$ cat config.mk
export PLATFORM = sky130hd
export DESIGN_NAME = clock_detect_status_regs
export DESIGN_NICKNAME = d
export VERILOG_FILES = /design/src/include/cdsr_pkg.sv /design/src/verilog/cdsr_pin_polarity.sv /design/src/verilog/clock_detect_status_regs.sv
export SDC_FILE = /design/constraint.sdc
export NUM_CORES = 1
export LEC_CHECK = 0
export BUFFER_PORTS_ARGS = -buffer_cell sky130_fd_sc_hd__buf_4
export CAP_MARGIN = 20
export CORE_MARGIN = 4
export CORE_UTILIZATION = 41
export DETAILED_ROUTE_END_ITERATION = 16
export PLACE_DENSITY_LB_ADDON = 0.15
export SYNTH_ARGS = -nofsm -noshare
export SYNTH_HDL_FRONTEND = slang
export SYNTH_SLANG_ARGS = --single-unit
$ cat constraint.sdc
create_clock -name sys_clk -period 1.2 [get_ports sys_clk]
set_input_delay 0.12 -clock sys_clk [delete_from_list [all_inputs] [get_ports sys_clk]]
set_output_delay 0.12 -clock sys_clk [all_outputs]
set_load 0.02 [all_outputs]
$ cat src/include/cdsr_pkg.sv
// Package of constants and carriers for the clock detect status register slice
package cdsr_pkg;

  // ****************************************
  // Register offsets
  // ****************************************
  localparam logic [7:0] OFS_POLARITY  = 8'h57;
  localparam logic [7:0] OFS_DIE_ID    = 8'h58;
  localparam logic [7:0] OFS_RATE      = 8'h5b;
  localparam logic [7:0] OFS_BCK_HIGH  = 8'h5c;
  localparam logic [7:0] OFS_BCK_LOW   = 8'h5d;
  localparam logic [7:0] OFS_CLK_STATE = 8'h5e;

  // ****************************************
  // Field positions and reset values
  // ****************************************
  localparam int POS_PIN2_POL  = 5;
  localparam int POS_MUTE_POL  = 4;
  localparam int POS_PIN0_POL  = 3;
  localparam int POS_MCLK_MISS = 6;
  localparam int POS_PLL_UNLK  = 5;
  localparam int POS_SER_MISS  = 4;
  localparam int POS_RATIO_ERR = 3;
  localparam int POS_MCLK_INV  = 2;
  localparam int POS_BCK_INV   = 1;
  localparam int POS_FS_INV    = 0;
  localparam logic [7:0] RST_POLARITY = 8'h00;
  localparam logic [7:0] RST_RESERVED = 8'h00;
  localparam logic [7:0] POL_WMASK    = 8'h38;
  localparam logic [3:0] MRATIO_ERROR = 4'h0;
  localparam logic [3:0] MRATIO_32FS  = 4'h1;
  localparam logic [7:0] RST_RDATA    = 8'h00;
  localparam logic       RST_FLAG     = 1'b0;

  // ****************************************
  // Carriers
  // ****************************************
  typedef struct packed {
    logic       write;     // Write strobe
    logic       read;      // Read strobe
    logic [7:0] addr;      // Register offset
    logic [7:0] wdata;     // Write data
  } cdsr_req_s;

  typedef struct packed {
    logic [2:0] detectedSampleRate;   // Measured rate code
    logic [3:0] detectedMasterRatio;  // Measured master ratio code
    logic [8:0] detectedBitclkRatio;  // Bit clocks per frame
    logic       masterClockMissing;
    logic       pllUnlocked;
    logic       serialClocksMissing;
    logic       ratioComboError;
    logic       masterClockInvalid;
    logic       bitclkInvalid;
    logic       sampleRateInvalid;
  } cdsr_det_s;

  typedef struct packed {
    logic generalPinTwo;  // Selected source for pin 2
    logic muteSource;     // Selected mute source
    logic generalPinZero; // Selected source for pin 0
  } cdsr_pins_s;

endpackage

$ cat src/verilog/cdsr_pin_polarity.sv
// Output polarity stage for the two general pins and the mute pin
module cdsr_pin_polarity
  import cdsr_pkg::*;
(
  input  wire logic       sys_clk,  // Control clock
  input  wire logic       reset,    // Synchronous reset, active high
  input  wire logic [7:0] polReg,   // Polarity control register
  input  wire cdsr_pins_s srcIn,    // Selected sources
  output cdsr_pins_s      pinsOut   // Driven pin levels
);

  wire cdsr_pins_s pinsNext;

  // ****************************************
  // Inversion
  // ****************************************
  assign pinsNext.generalPinTwo  = srcIn.generalPinTwo ^ polReg[POS_PIN2_POL];
  assign pinsNext.muteSource     = srcIn.muteSource ^ polReg[POS_MUTE_POL];
  assign pinsNext.generalPinZero = srcIn.generalPinZero ^ polReg[POS_PIN0_POL];

  always_ff @(posedge sys_clk) begin
    if (reset) begin
      pinsOut <= '0;
    end else begin
      pinsOut <= pinsNext;
    end
  end

endmodule

$ cat src/verilog/clock_detect_status_regs.sv
// Register slice: output polarity, die identifier and clock detector readback
module clock_detect_status_regs
  import cdsr_pkg::*;
#(
  parameter logic [7:0] DIE_ID_VALUE = 8'h5a  // Arbitrary identity value
)(
  input  wire logic       sys_clk,       // Control clock, 100 MHz
  input  wire logic       reset,         // Synchronous reset, active high
  input  wire cdsr_req_s  regReq,        // Register access from control port
  output logic [7:0]      regRdata,      // Read data, registered
  input  wire cdsr_det_s  detIn,         // Clock detector measurements
  input  wire logic       clockErrorIn,  // Detector combined clock error
  output logic            clockError,    // Clock error, registered
  input  wire cdsr_pins_s pinSrc,        // Selected pin sources
  output cdsr_pins_s      pinOut         // Pin levels after polarity
);

  // ****************************************
  // Request fields
  // ****************************************
  wire       writeReq = regReq.write;
  wire       readReq  = regReq.read;
  wire [7:0] reqAddr  = regReq.addr;
  wire [7:0] reqWdata = regReq.wdata;

  // ****************************************
  // Address decode
  // ****************************************
  wire selPol;
  wire selDieId;
  wire selRate;
  wire selBckHi;
  wire selBckLo;
  wire selState;

  assign selPol   = reqAddr == OFS_POLARITY;
  assign selDieId = reqAddr == OFS_DIE_ID;
  assign selRate  = reqAddr == OFS_RATE;
  assign selBckHi = reqAddr == OFS_BCK_HIGH;
  assign selBckLo = reqAddr == OFS_BCK_LOW;
  assign selState = reqAddr == OFS_CLK_STATE;

  // ****************************************
  // Write decode
  // ****************************************
  wire hitPol;
  wire hitRate;
  wire hitBckHi;
  wire hitState;

  // No store behind the identifier or the low count byte
  assign hitPol   = writeReq && selPol;
  assign hitRate  = writeReq && selRate;
  assign hitBckHi = writeReq && selBckHi;
  assign hitState = writeReq && selState;

  // ****************************************
  // Output polarity register
  // ****************************************
  logic [7:0] polarity_reg;
  logic [7:0] polarity_next;

  // Only defined polarity bits store; reserved bits stay zero
  assign polarity_next = hitPol ? (reqWdata & POL_WMASK) : polarity_reg;

  always_ff @(posedge sys_clk) begin
    if (reset) begin
      polarity_reg <= RST_POLARITY;
    end else begin
      polarity_reg <= polarity_next;
    end
  end

  // ****************************************
  // Reserved bit of the rate register
  // ****************************************
  logic rateRsv_reg;
  logic rateRsv_next;

  // Read-only rate fields drop the written bits
  assign rateRsv_next = hitRate ? reqWdata[7] : rateRsv_reg;

  always_ff @(posedge sys_clk) begin
    if (reset) begin
      rateRsv_reg <= RST_FLAG;
    end else begin
      rateRsv_reg <= rateRsv_next;
    end
  end

  // ****************************************
  // Reserved bits of the count high byte
  // ****************************************
  logic [6:0] bckHighRsv_reg;
  logic [6:0] bckHighRsv_next;

  assign bckHighRsv_next = hitBckHi ? reqWdata[7:1] : bckHighRsv_reg;

  always_ff @(posedge sys_clk) begin
    if (reset) begin
      bckHighRsv_reg <= RST_RESERVED[6:0];
    end else begin
      bckHighRsv_reg <= bckHighRsv_next;
    end
  end

  // ****************************************
  // Reserved bit of the status register
  // ****************************************
  logic stateRsv_reg;
  logic stateRsv_next;

  assign stateRsv_next = hitState ? reqWdata[7] : stateRsv_reg;

  always_ff @(posedge sys_clk) begin
    if (reset) begin
      stateRsv_reg <= RST_FLAG;
    end else begin
      stateRsv_reg <= stateRsv_next;
    end
  end

  // ****************************************
  // Detector fields, read live
  // ****************************************
  wire [2:0] sampleRate  = detIn.detectedSampleRate;
  wire [3:0] masterRatio = detIn.detectedMasterRatio;
  wire [8:0] bitclkRatio = detIn.detectedBitclkRatio;
  wire       mclkMissing = detIn.masterClockMissing;
  wire       pllUnlocked = detIn.pllUnlocked;
  wire       serialMiss  = detIn.serialClocksMissing;
  wire       ratioError  = detIn.ratioComboError;
  wire       mclkInvalid = detIn.masterClockInvalid;
  wire       bckInvalid  = detIn.bitclkInvalid;
  wire       rateInvalid = detIn.sampleRateInvalid;

  // ****************************************
  // Readback words
  // ****************************************
  wire [7:0] rateWord = {rateRsv_reg,  // Reserved, stored
                         sampleRate,
                         masterRatio};
  wire [7:0] bckHigh  = {bckHighRsv_reg, bitclkRatio[8]};
  wire [7:0] bckLow   = bitclkRatio[7:0];
  wire [7:0] stateWord;

  assign stateWord[7]             = stateRsv_reg;
  assign stateWord[POS_MCLK_MISS] = mclkMissing;
  assign stateWord[POS_PLL_UNLK]  = pllUnlocked;
  assign stateWord[POS_SER_MISS]  = serialMiss;
  assign stateWord[POS_RATIO_ERR] = ratioError;
  assign stateWord[POS_MCLK_INV]  = mclkInvalid;
  assign stateWord[POS_BCK_INV]   = bckInvalid;
  assign stateWord[POS_FS_INV]    = rateInvalid;

  // ****************************************
  // Read select
  // ****************************************
  wire [7:0] rdPol   = selPol   ? polarity_reg : RST_RDATA;
  wire [7:0] rdDieId = selDieId ? DIE_ID_VALUE : RST_RDATA;
  wire [7:0] rdRate  = selRate  ? rateWord     : RST_RDATA;
  wire [7:0] rdBckHi = selBckHi ? bckHigh      : RST_RDATA;
  wire [7:0] rdBckLo = selBckLo ? bckLow       : RST_RDATA;
  wire [7:0] rdState = selState ? stateWord    : RST_RDATA;

  // Unmapped offsets fall through as zero
  wire [7:0] rdataSel = rdPol
                      | rdDieId
                      | rdRate
                      | rdBckHi
                      | rdBckLo
                      | rdState;

  // Read data holds between reads
  wire [7:0] regRdata_next = readReq ? rdataSel : regRdata;

  // ****************************************
  // Read data register
  // ****************************************
  always_ff @(posedge sys_clk) begin
    if (reset) begin
      regRdata <= RST_RDATA;
    end else begin
      regRdata <= regRdata_next;
    end
  end

  // ****************************************
  // Clock error
  // ****************************************
  always_ff @(posedge sys_clk) begin
    if (reset) begin
      clockError <= RST_FLAG;
    end else begin
      clockError <= clockErrorIn;
    end
  end

  // ****************************************
  // Pin polarity
  // ****************************************
  cdsr_pin_polarity uPolarity (
    .sys_clk (sys_clk),
    .reset   (reset),
    .polReg  (polarity_reg),
    .srcIn   (pinSrc),
    .pinsOut (pinOut)
  );

endmodule
# == Word level (Yosys, flattened, before mapping) ==
# Cells that the tools add are included.
# totals
wordCells,33
in_bits,47
output_inout_bits,12
register_bits,24
# op_classes
n_mux,6
n_reduce_logical,4
bitwise,8
n_eq_ne,6
# ops
op,count
$eq 8x7->1 const B,6
$mux 8,4
$or 8x8->8,3
$or 7x8->8,1
$mux 7,1
$or 6x7->7,1
$mux 6,1
$logic_and 1x1->1,4
$xor 1x1->1,3

# == Logic depth before layout (Yosys ltp) ==
# Gate-level depths: netlist of run 1.
# depth
word_depth,7
depth_mapped,6
mapped_depth_nobuf,4

# == Modules after synthesis ==
# Synthesis of run 1 repeated with hierarchy kept, for this count alone.
# hier_totals
hier_cells,145
area_unflattened_um2,1352.5
# modules_own_cells
mod,cells_per_inst,seq_area_each_um2,n_inst,area_each_um2
clock_detect_status_regs,136,420.4,1,1255.0
cdsr_pin_polarity,9,60.1,1,97.6

# == Worst setup path before layout of run 1 ==
# No wires, ideal clock.
# synth_path
path_type,input -> register
from,in regReq[15] in the netlist's numbering
to,reg bckHighRsv_reg[0]
stages,5
t_required_ns,1.072
slack_ns,-0.004
n_path_buf,1
t_arrival_ns,1.077
setup_ns,0.128
cell_sequence,and4bb_2 > buf_2 > nand4_2 > mux2i_1 > nor2_1
# synth_via
elab_chain_cells,2
# synth_rtl
element,line_no,source
from (decl),clock_detect_status_regs.sv:9,"input wire cdsr_req_s regReq,"
$eq 8x7->1,clock_detect_status_regs.sv:39,assign selBckHi = reqAddr == OFS_BCK_HIGH;
$logic_and 1x1->1,clock_detect_status_regs.sv:54,assign hitBckHi = writeReq && selBckHi;
to (signal assigned),clock_detect_status_regs.sv:101,bckHighRsv_reg <= RST_RESERVED[6:0];
to (signal assigned),clock_detect_status_regs.sv:103,bckHighRsv_reg <= bckHighRsv_next;
to (decl),clock_detect_status_regs.sv:94,logic [6:0] bckHighRsv_reg;
# Every way passes these cells.
# A chain may end at the register's enable or synchronous reset.

# == Worst setup path in the final report of run 1 ==
# layout_path
from,reg polarity_reg[3]
to,reg regRdata[3]
# layout_via
elab_chain_cells,6
# layout_rtl
element,line_no,source
from (decl),clock_detect_status_regs.sv:60,logic [7:0] polarity_reg;
from (signal assigned),clock_detect_status_regs.sv:70,polarity_reg <= polarity_next;
$mux 6,clock_detect_status_regs.sv:159,wire [7:0] rdPol = selPol ? polarity_reg : RST_RDATA;
$or 6x7->7,clock_detect_status_regs.sv:168,| rdDieId
$or 7x8->8,clock_detect_status_regs.sv:169,| rdRate
$or 8x8->8,clock_detect_status_regs.sv:170,| rdBckHi
$or 8x8->8,clock_detect_status_regs.sv:171,| rdBckLo
$or 8x8->8,clock_detect_status_regs.sv:172,| rdState;
to (signal assigned),clock_detect_status_regs.sv:184,regRdata <= regRdata_next;
to (decl),clock_detect_status_regs.sv:10,"output logic [7:0] regRdata,"
# Every way passes these cells.

==> results of run 1 <==
==> logic make-up (layout without fill, tap and decap cells) <==
kind of cell / Yosys count / in the layout
AO/OA/AOI/OAI: 27 / 27
XOR/XNOR: 3 / 3
buffers and inverters: 12 / 73
flip-flops: 24 / 24
multiplexers: 19 / 19
AND/OR/NAND/NOR: 47 / 47
==> worst max-delay path, cell delays in order (launching register included) <==
cell	delay, ps
dfxtp_1	330
and3b_1	180
o2111ai_2	190
o311ai_2	130
o221a_1	210
==> routing by layer <==
metal,vias to the layer above,global-route usage,wire length (um)
met5,-,0,0
met4,0,0.0579,21
met3,2,0.0391,170
met2,32,0.279,1640
met1,578,0.215,1490
li1,619,-,-
==> power breakdown <==
| part | leakage [nW] | internal [mW] | switching, mW | total [mW] |
|---|---|---|---|---|
| Clock | 0.0210 | 0.185 | 0.249 | 0.435 |
| Combinational | 0.686 | 0.189 | 0.150 | 0.339 |
| Sequential | 0.196 | 0.816 | 0.00802 | 0.824 |
| Total | 0.902 | 1.19 | 0.407 | 1.60 |
==> path summary, 6_finish.rpt <==
path / cells after the start / end / slack, ps / start
max: 4 / regRdata[3] / 80 / polarity_reg[3]
min: 2 / clockError / 10 / clockErrorIn
max reg2reg: 4 / regRdata[3] / 80 / polarity_reg[3]
min reg2reg: 1 / regRdata[2] / 500 / regRdata[2]
==> through the flow <==
| step | TNS [ps] | instances | utilization |
|---|---|---|---|
| 6_report | 0 | 224 | 0.638 |
| 5_1_grt | 0 | 224 | 0.638 |
| 4_1_cts | 0 | 224 | 0.631 |
| 3_5_place_dp | -1580 | 220 | 0.618 |
| 3_3_place_gp | -1270 | 220 | 0.618 |
| 2_1_floorplan | 0 | 132 | - |
==> area by class of cell <==
cell class | instances | area [um2] | share of cell area
multi-input cells | 96 | 731 | 0.405
repair buffers | 66 | 508 | 0.281
flip-flops and latches | 24 | 480 | 0.266
well taps | 31 | 38.8 | 0.0215
clock buffers | 4 | 36.3 | 0.0201
inverters | 3 | 11.3 | 0.00624
==> what timing repair did <==
item,CTS,global route
setup endpoints to repair,1,2
pin swaps,0,1
resized for setup,1,3
==> cell usage in the layout, fill, tap and decap left out, types with 2 or more instances in the layout <==
| cell type | netlist | layout |
|---|---|---|
| clkbuf_4 | 0 | 3 |
| a21oi_1 | 3 | 3 |
| nand3_1 | 4 | 4 |
| a22oi_1 | 3 | 3 |
| and3b_1 | 2 | 2 |
| o211a_1 | 4 | 4 |
| nand3b_1 | 3 | 3 |
| xnor2_1 | 3 | 3 |
| a311oi_1 | 3 | 2 |
| nand4_1 | 4 | 4 |
| inv_1 | 3 | 3 |
| mux2i_1 | 19 | 19 |
| nor2_1 | 19 | 19 |
| a22o_1 | 2 | 2 |
| o221ai_1 | 4 | 4 |
| nor2b_1 | 6 | 6 |
| nand2_1 | 2 | 2 |
| buf_4 | 0 | 65 |
| dfxtp_1 | 24 | 24 |
==> flow_metrics.tcl, run 1 <==
set metrics [dict create \
    grt_overflow 0 \
    antenna_found_initial 0 \
    worstPathRequired_ps 1430 \
    synth_edf_count 0 \
    syn-num-nets 179 \
    crit_path_start_kind "register" \
    post-route-period-util 0.936 \
    synth_commonest_cells "24 x dfxtp_1, 19 x mux2i_1, 19 x nor2_1" \
    synthMuxAreaShare 0.153 \
    fmax_mhz 891 \
    synthSimpleGateAreaFrac 0.211 \
    async_flop_share 0 \
    fin_hold_ws_ps 11.4 \
    syn_area_um2 1250 \
    design_area_um2 1810 \
    drc 0 \
    synth_top_family_by_area "simple AND/OR/NAND/NOR gates" \
    worst_slack_ps 77.3 \
    cts_buffers 3 \
    synth_compound_area_frac 0.179 \
    power_density_nw_per_um2 885 \
    worstSkewPairLatency_ps 310 \
    num_antenna_cells 0 \
    placed_area_um2 1750 \
    wl_per_cell_um 14.8 \
    synthAdderAreaFrac 0 \
    core-area_um2 2830 \
    status "complete, no violations" \
    synthToLayoutAreaGrowth_pct 44.9 \
    place_hpwl_um 2580 \
    netlist.area_leader.share 0.386 \
    grt_pass1_wl_um 5370 \
    synthCells 132 \
    power.total_mw 1.60 \
    hold_violations 0 \
    drive_above_1_share 0.394 \
    io_pins 59 \
    slew_viol_final 0 \
    holdBufCountCts 0 \
    cts.sinks 24 \
    power_leakage_nw 0.902 \
    grt_max_degree 21 \
    skew_ps 5.89 \
    cp_max_fo 2 \
    yosysSeqAreaShare 0.386 \
    preCtsSetupSlack_ps -134 \
    ys_warn_count 0 \
    synth_most_common_cell "dfxtp_1" \
    gp_congestion 0.838 \
    min_path_type "input port to register" \
    row_count 19 \
    grt_usage 0.169 \
    num-fill-cells 248 \
    ys_ff_latch 24 \
    cts_buffer_depth 2 \
    rsz0062_at_grt "false" \
    htree_levels 1 \
    worst_pin_slew_ps 412 \
    setup_viol 0 \
    syn_area_per_cell_um2 9.44 \
    via_count 1231 \
    yosys.area.top_type "dfxtp_1" \
    drtIter0Drc 49 \
    grt_pass1_vias 1136 \
    ctsRootBufferMaster "clkbuf_4" \
    path_clk_slew_ps 140 \
    port_buffers 57 \
    slew_headroom 0.725 \
    synth_ff_type "dfxtp_1" \
    path_class "register to register" \
    arrival_ps 1350 \
    post-route-min-period_ps 1120 \
    crit_path_end_kind "register" \
    via_per_inst 5.50 \
    largest_register_ffs 8 \
    ir_worst_vdd_mv 0.554 \
    maxCapViolCount 0 \
    die_w_um 63.1 \
    die_area_um2 3990 \
    wl_um 3320 \
    antenna_left 0 \
    cts_tree "built" \
    initial_core_util 0.441 \
    synth_xor_area_frac 0.0211 \
    fp.dieH_um 63.1 \
    num-nets-final 241 \
    synth_area_leaders "dfxtp_1 39%, mux2i_1 15%, nor2_1 5.7%, o211a_1 3.2%, nor2b_1 3.0%" \
    drt_first_pass_iters 5 \
    post_cts_buffers 0 \
    yosysUniqueCellTypes 35 \
]
Note: power is estimated with default switching activity, not from simulation.
==> inputs of run 2 (changes only) <==
==> constraint.sdc (replaced) <==
create_clock -name sys_clk -period 1.2 [get_ports sys_clk]
set_input_delay 0.24 -clock sys_clk [delete_from_list [all_inputs] [get_ports sys_clk]]
set_output_delay 0.24 -clock sys_clk [all_outputs]
set_load 0.02 [all_outputs]
==> run 2 against run 1 <==
  * Combinational power grew 6.5%
  * Worst setup slack lost 36 ps
  * First-iteration DRC count grew 4.1%
  * Clock power grew 36%
  * Critical path type unchanged
  * Worst hold slack gained 110 ps
  * Flip-flop and latch count is the same
  * Final area grew 4.6%
  * Clock skew shrank 2.8 ps
  * Clock-buffer cell count shrank 1
  * Routed wire length grew 4.8%
  * Die area is the same
==> flow_metrics.tcl, run 2 (synthesized netlist as in run 1, its figures left out) <==
set metrics [dict create \
    status "complete, no violations" \
    ctsRootBufferMaster "clkbuf_4" \
    setup_viol 0 \
    port_buffers 57 \
    placed_area_um2 1820 \
    worstPathRequired_ps 1430 \
    num-fill-cells 237 \
    min_path_type "input port to register" \
    cts_buffer_depth 2 \
    wl_per_cell_um 14.9 \
    cts_tree "built" \
    fmax_mhz 863 \
    post-route-period-util 0.966 \
    arrival_ps 1390 \
    drt_first_pass_iters 4 \
    design_area_um2 1890 \
    via_count 1278 \
    final_common_cell "buf_4" \
    cts_buffers 3 \
    drtIter0Drc 51 \
    path_clk_slew_ps 140 \
    slew_headroom 0.696 \
    grt_max_degree 21 \
    fin_hold_ws_ps 125 \
    gp_congestion 0.827 \
    path_class "register to register" \
    fp.dieH_um 63.1 \
    crit_path_end_kind "register" \
    grt_pass1_wl_um 5750 \
    io_pins 59 \
    wl_um 3480 \
    slew_viol_final 0 \
    post-route-min-period_ps 1160 \
    skew_ps 3.08 \
    power_density_nw_per_um2 940 \
    cp_max_fo 2 \
    grt_pass1_vias 1290 \
    final_cell_mix "76 x buf_4, 24 x dfxtp_1, 19 x mux2i_1" \
    drc 0 \
    via_per_inst 5.46 \
    stdcell_count 234 \
    antenna_left 0 \
    die_w_um 63.1 \
    antenna_found_initial 0 \
    maxCapViolCount 0 \
    worstSkewPairLatency_ps 320 \
    ir_worst_vdd_mv 0.801 \
    power_leakage_nw 0.962 \
    grt_usage 0.178 \
    die_area_um2 3990 \
    row_count 19 \
    largest_register_ffs 8 \
    core-area_um2 2830 \
    cts.sinks 24 \
    rsz0062_at_grt "true" \
    hold_violations 0 \
    grt_overflow 0 \
    synthToLayoutAreaGrowth_pct 51.6 \
    num_antenna_cells 0 \
    num-nets-final 251 \
    htree_levels 1 \
    place_hpwl_um 2740 \
    initial_core_util 0.441 \
    drive_above_1_share 0.433 \
    worst_pin_slew_ps 455 \
    dp_cells 230 \
    crit_path_start_kind "register" \
]
-- run 2: power breakdown --
group / switching, mW / internal [mW]
clock: 0.252 / 0.338
sequential: 0.00808 / 0.816
combinational: 0.157 / 0.204
-- run 2: worst max-delay path: stages (launching register included) --
cell	delay, ps
dfxtp_1	340
and3b_1	190
o2111ai_2	210
o311ai_1	130
o221a_1	210
-- run 2: repair_timing --
item / 4_1_cts / 5_1_grt
resized for setup: 2 / 2
setup buffers: 0 / 0
hold buffers: 0 / 0
setup endpoints to repair: 1 / 3
hold endpoints to repair: 0 / 0
-- run 2: area by class of cell --
class / instances / area (um2) / share of cell area
inverter: 3 / 11.3 / 0.00596
timing repair buffer: 76 / 571 / 0.302
tap: 31 / 38.8 / 0.0205
multi-input combinational: 96 / 736 / 0.389
clock buffer: 3 / 22.5 / 0.0119
sequential: 24 / 480 / 0.254
clock inverter: 1 / 30.0 / 0.0159
-- run 2: path summary, 6_finish.rpt --
path	from	end	slack, ps	cells after the start
hold / removal	clockErrorIn	clockError	120	2
hold reg to reg	regRdata[4]	regRdata[4]	500	2
setup / recovery	polarity_reg[3]	regRdata[3]	40	4
setup reg to reg	polarity_reg[3]	regRdata[3]	40	4
-- run 2: routing by layer --
| layer | GRT usage | part of all wire | up-vias |
|---|---|---|---|
| met1 | 0.216 | 0.42 | 599 |
| met2 | 0.299 | 0.49 | 39 |
| met4 | 0.0413 | 0.011 | 0 |
| met5 | 0 | 0 | - |
| li1 | - | - | 636 |
| met3 | 0.0622 | 0.073 | 4 |
-- run 2: metrics by stage --
step           total power, mW  TNS, ps  setup slack [ps]   util
6_report                  1.78        0              41.3  0.668
5_1_grt                   1.86    -39.8             -26.4  0.668
4_1_cts                   1.79        0              32.5  0.663
2_1_floorplan            0.991     -120             -34.4      -
3_5_place_dp              1.20    -3850              -258  0.642
3_3_place_gp              1.19    -3350              -216  0.642
==> inputs of run 3 (changes only) <==
--- a/config.mk
+++ b/config.mk
@@ -9,4 +9,6 @@
 export CAP_MARGIN = 20
+export CELL_PAD_IN_SITES_DETAIL_PLACEMENT = 1
+export CELL_PAD_IN_SITES_GLOBAL_PLACEMENT = 2
 export CORE_MARGIN = 4
-export CORE_UTILIZATION = 41
+export CORE_UTILIZATION = 23
 export DETAILED_ROUTE_END_ITERATION = 16
--- a/constraint.sdc
+++ b/constraint.sdc
@@ -3,2 +3,2 @@
 set_output_delay 0.24 -clock sys_clk [all_outputs]
-set_load 0.02 [all_outputs]
+set_load 0.01 [all_outputs]
==> run 3 against run 2 <==
  * Maximum frequency is 0.34% lower
  * Die area is 67% higher
  * Via count is 2.3% lower
  * Register-to-register slack better by 30 ps
  * First-iteration DRC count down 5.9%
  * Clock skew is 0.57 ps lower
  * Core utilization shrank 29 points
  * Highest routed layer unchanged
  * Final cell count rose by 17%
  * Sequential power about the same
  * Clock-buffer cell count unchanged
==> flow_metrics.tcl, run 3 (synthesized netlist as in run 1, its figures left out) <==
set metrics [dict create \
    status "complete, no violations" \
    slew_headroom 0.713 \
    core-area_um2 5170 \
    crit_path_end_kind "register" \
    wl_per_cell_um 14.9 \
    whs_path_depth 2 \
    port_buffers 57 \
    post-route-period-util 0.969 \
    via_count 1248 \
    fmax_mhz 860 \
    cts_buffers 3 \
    drc 0 \
    drtIter0Drc 48 \
    num-nets-final 253 \
    cts_tree "built" \
    path_clk_slew_ps 90 \
    die_area_um2 6660 \
    reg2reg_to "regRdata[3]" \
    hold_start "clockErrorIn" \
    wl_um 4090 \
    worstPathRequired_ps 1350 \
    die_w_um 81.6 \
    ir_worst_vdd_mv 0.330 \
    holdBufCountCts 0 \
    fp.dieH_um 81.6 \
    multi_input_area_um2 744 \
    power.total_mw 1.66 \
    ff_latch_area_um2 480 \
    drt_first_pass_iters 3 \
    gp_congestion 0.777 \
    crit_path_start_kind "input port" \
    grt_usage 0.123 \
    htree_levels 1 \
    maxCapViolCount 0 \
    drive_above_1_share 0.441 \
    antenna_found_initial 0 \
    final_common_cell "buf_4" \
    cts.sinks 24 \
    min_path_type "input port to register" \
    arrival_ps 1320 \
    hold_path_end "clockError" \
    worst_pin_slew_ps 430 \
    power_leakage_nw 0.960 \
    cp_max_fo 7 \
    skew_ps 2.50 \
    path_class "input port to register" \
    grt_pass1_wl_um 6380 \
    power_density_nw_per_um2 850 \
    rsz0062_at_grt "true" \
    tns_ps 0 \
    reg2reg_depth 4 \
    synthToLayoutAreaGrowth_pct 57.1 \
    grt_max_degree 21 \
    worstSkewPairLatency_ps 260 \
    grt_overflow 0 \
    place_hpwl_um 3300 \
    setup_viol 0 \
    num_antenna_cells 0 \
    cts_buffer_depth 2 \
    antenna_left 0 \
    slew_viol_final 0 \
    largest_register_ffs 8 \
    placed_area_um2 1850 \
    design_area_um2 1960 \
    ctsRootBufferMaster "clkbuf_8" \
    r2r_slack_ps 70 \
    num-fill-cells 617 \
    final_cell_mix "76 x buf_4, 24 x dfxtp_1, 19 x mux2i_1" \
    hold_violations 0 \
    grt_pass1_vias 1321 \
    via_per_inst 4.55 \
    io_pins 59 \
    r2r_start "polarity_reg[3]" \
    post-route-min-period_ps 1160 \
    row_count 26 \
    initial_core_util 0.241 \
]
-- run 3: cell types whose count changed in the layout (fill, tap and decap cells not counted), moves of 2 or more --
cell / before / now
o221ai_1: 4 / 1
clkbuf_8: 0 / 3
o221ai_2: 0 / 3
clkbuf_4: 3 / 0
buf_6: 0 / 2
-- run 3: repair_timing --
item,4_1_cts,5_1_grt
cloned,0,0
buffers inserted,2,2
pin swaps,1,4
setup endpoints to repair,2,14
resized for setup,2,6
-- run 3: critical path: stages --
cell and delay (ps):
buf_6 90, and4bb_4 360, buf_6 140, nand4_4 180, mux2i_1 240, nor2_1 60
-- run 3: through the flow --
stage | instances | worst slack, ps | hold slack (ps) | util
3_5_place_dp | 267 | -310 | 470 | 0.358
6_report | 274 | 37.3 | 187 | 0.379
5_1_grt | 274 | -29.0 | 216 | 0.379
2_1_floorplan | 132 | -34.4 | 368 | -
3_3_place_gp | 267 | -264 | 455 | 0.358
4_1_cts | 272 | 7.17 | 192 | 0.369
-- run 3: power by group --
| part | switching, mW | internal, mW | leakage, nW |
|---|---|---|---|
| combinational | 0.149 | 0.207 | 0.743 |
| clock | 0.259 | 0.224 | 0.0216 |
| sequential | 0.00841 | 0.815 | 0.196 |
-- run 3: layout make-up --
cell class	count	share of cell area
multi-input combinational	96	0.380
clock buffer	3	0.0211
tap	70	0.0447
inverter	3	0.00575
timing repair buffer	78	0.303
sequential	24	0.245
-- run 3: how the worst max path moves through the flow --
stage / from / end / slack (ps) / cells past startpoint
final: regReq[13] / bckHighRsv_reg[1] / 40 / 6
after global routing: regReq[13] / polarity_reg[5] / -30 / 6
after CTS: regReq[15] / regRdata[0] / 7 / 6
after detailed placement: regReq[13] / bckHighRsv_reg[1] / -310 / 6
after global placement: regReq[13] / polarity_reg[5] / -260 / 6
after floorplan: regReq[13] / regRdata[4] / -30 / 4
-- run 3: metal layers --
layer | vias up | part of all wire | GRT usage | routed length (um)
met3 | 2 | 0.054 | 0.0230 | 220
met1 | 580 | 0.46 | 0.160 | 1870
met4 | 0 | 0.0059 | 0.0299 | 24
met5 | - | 0 | 0 | 0
li1 | 641 | - | - | -
met2 | 25 | 0.48 | 0.210 | 1970
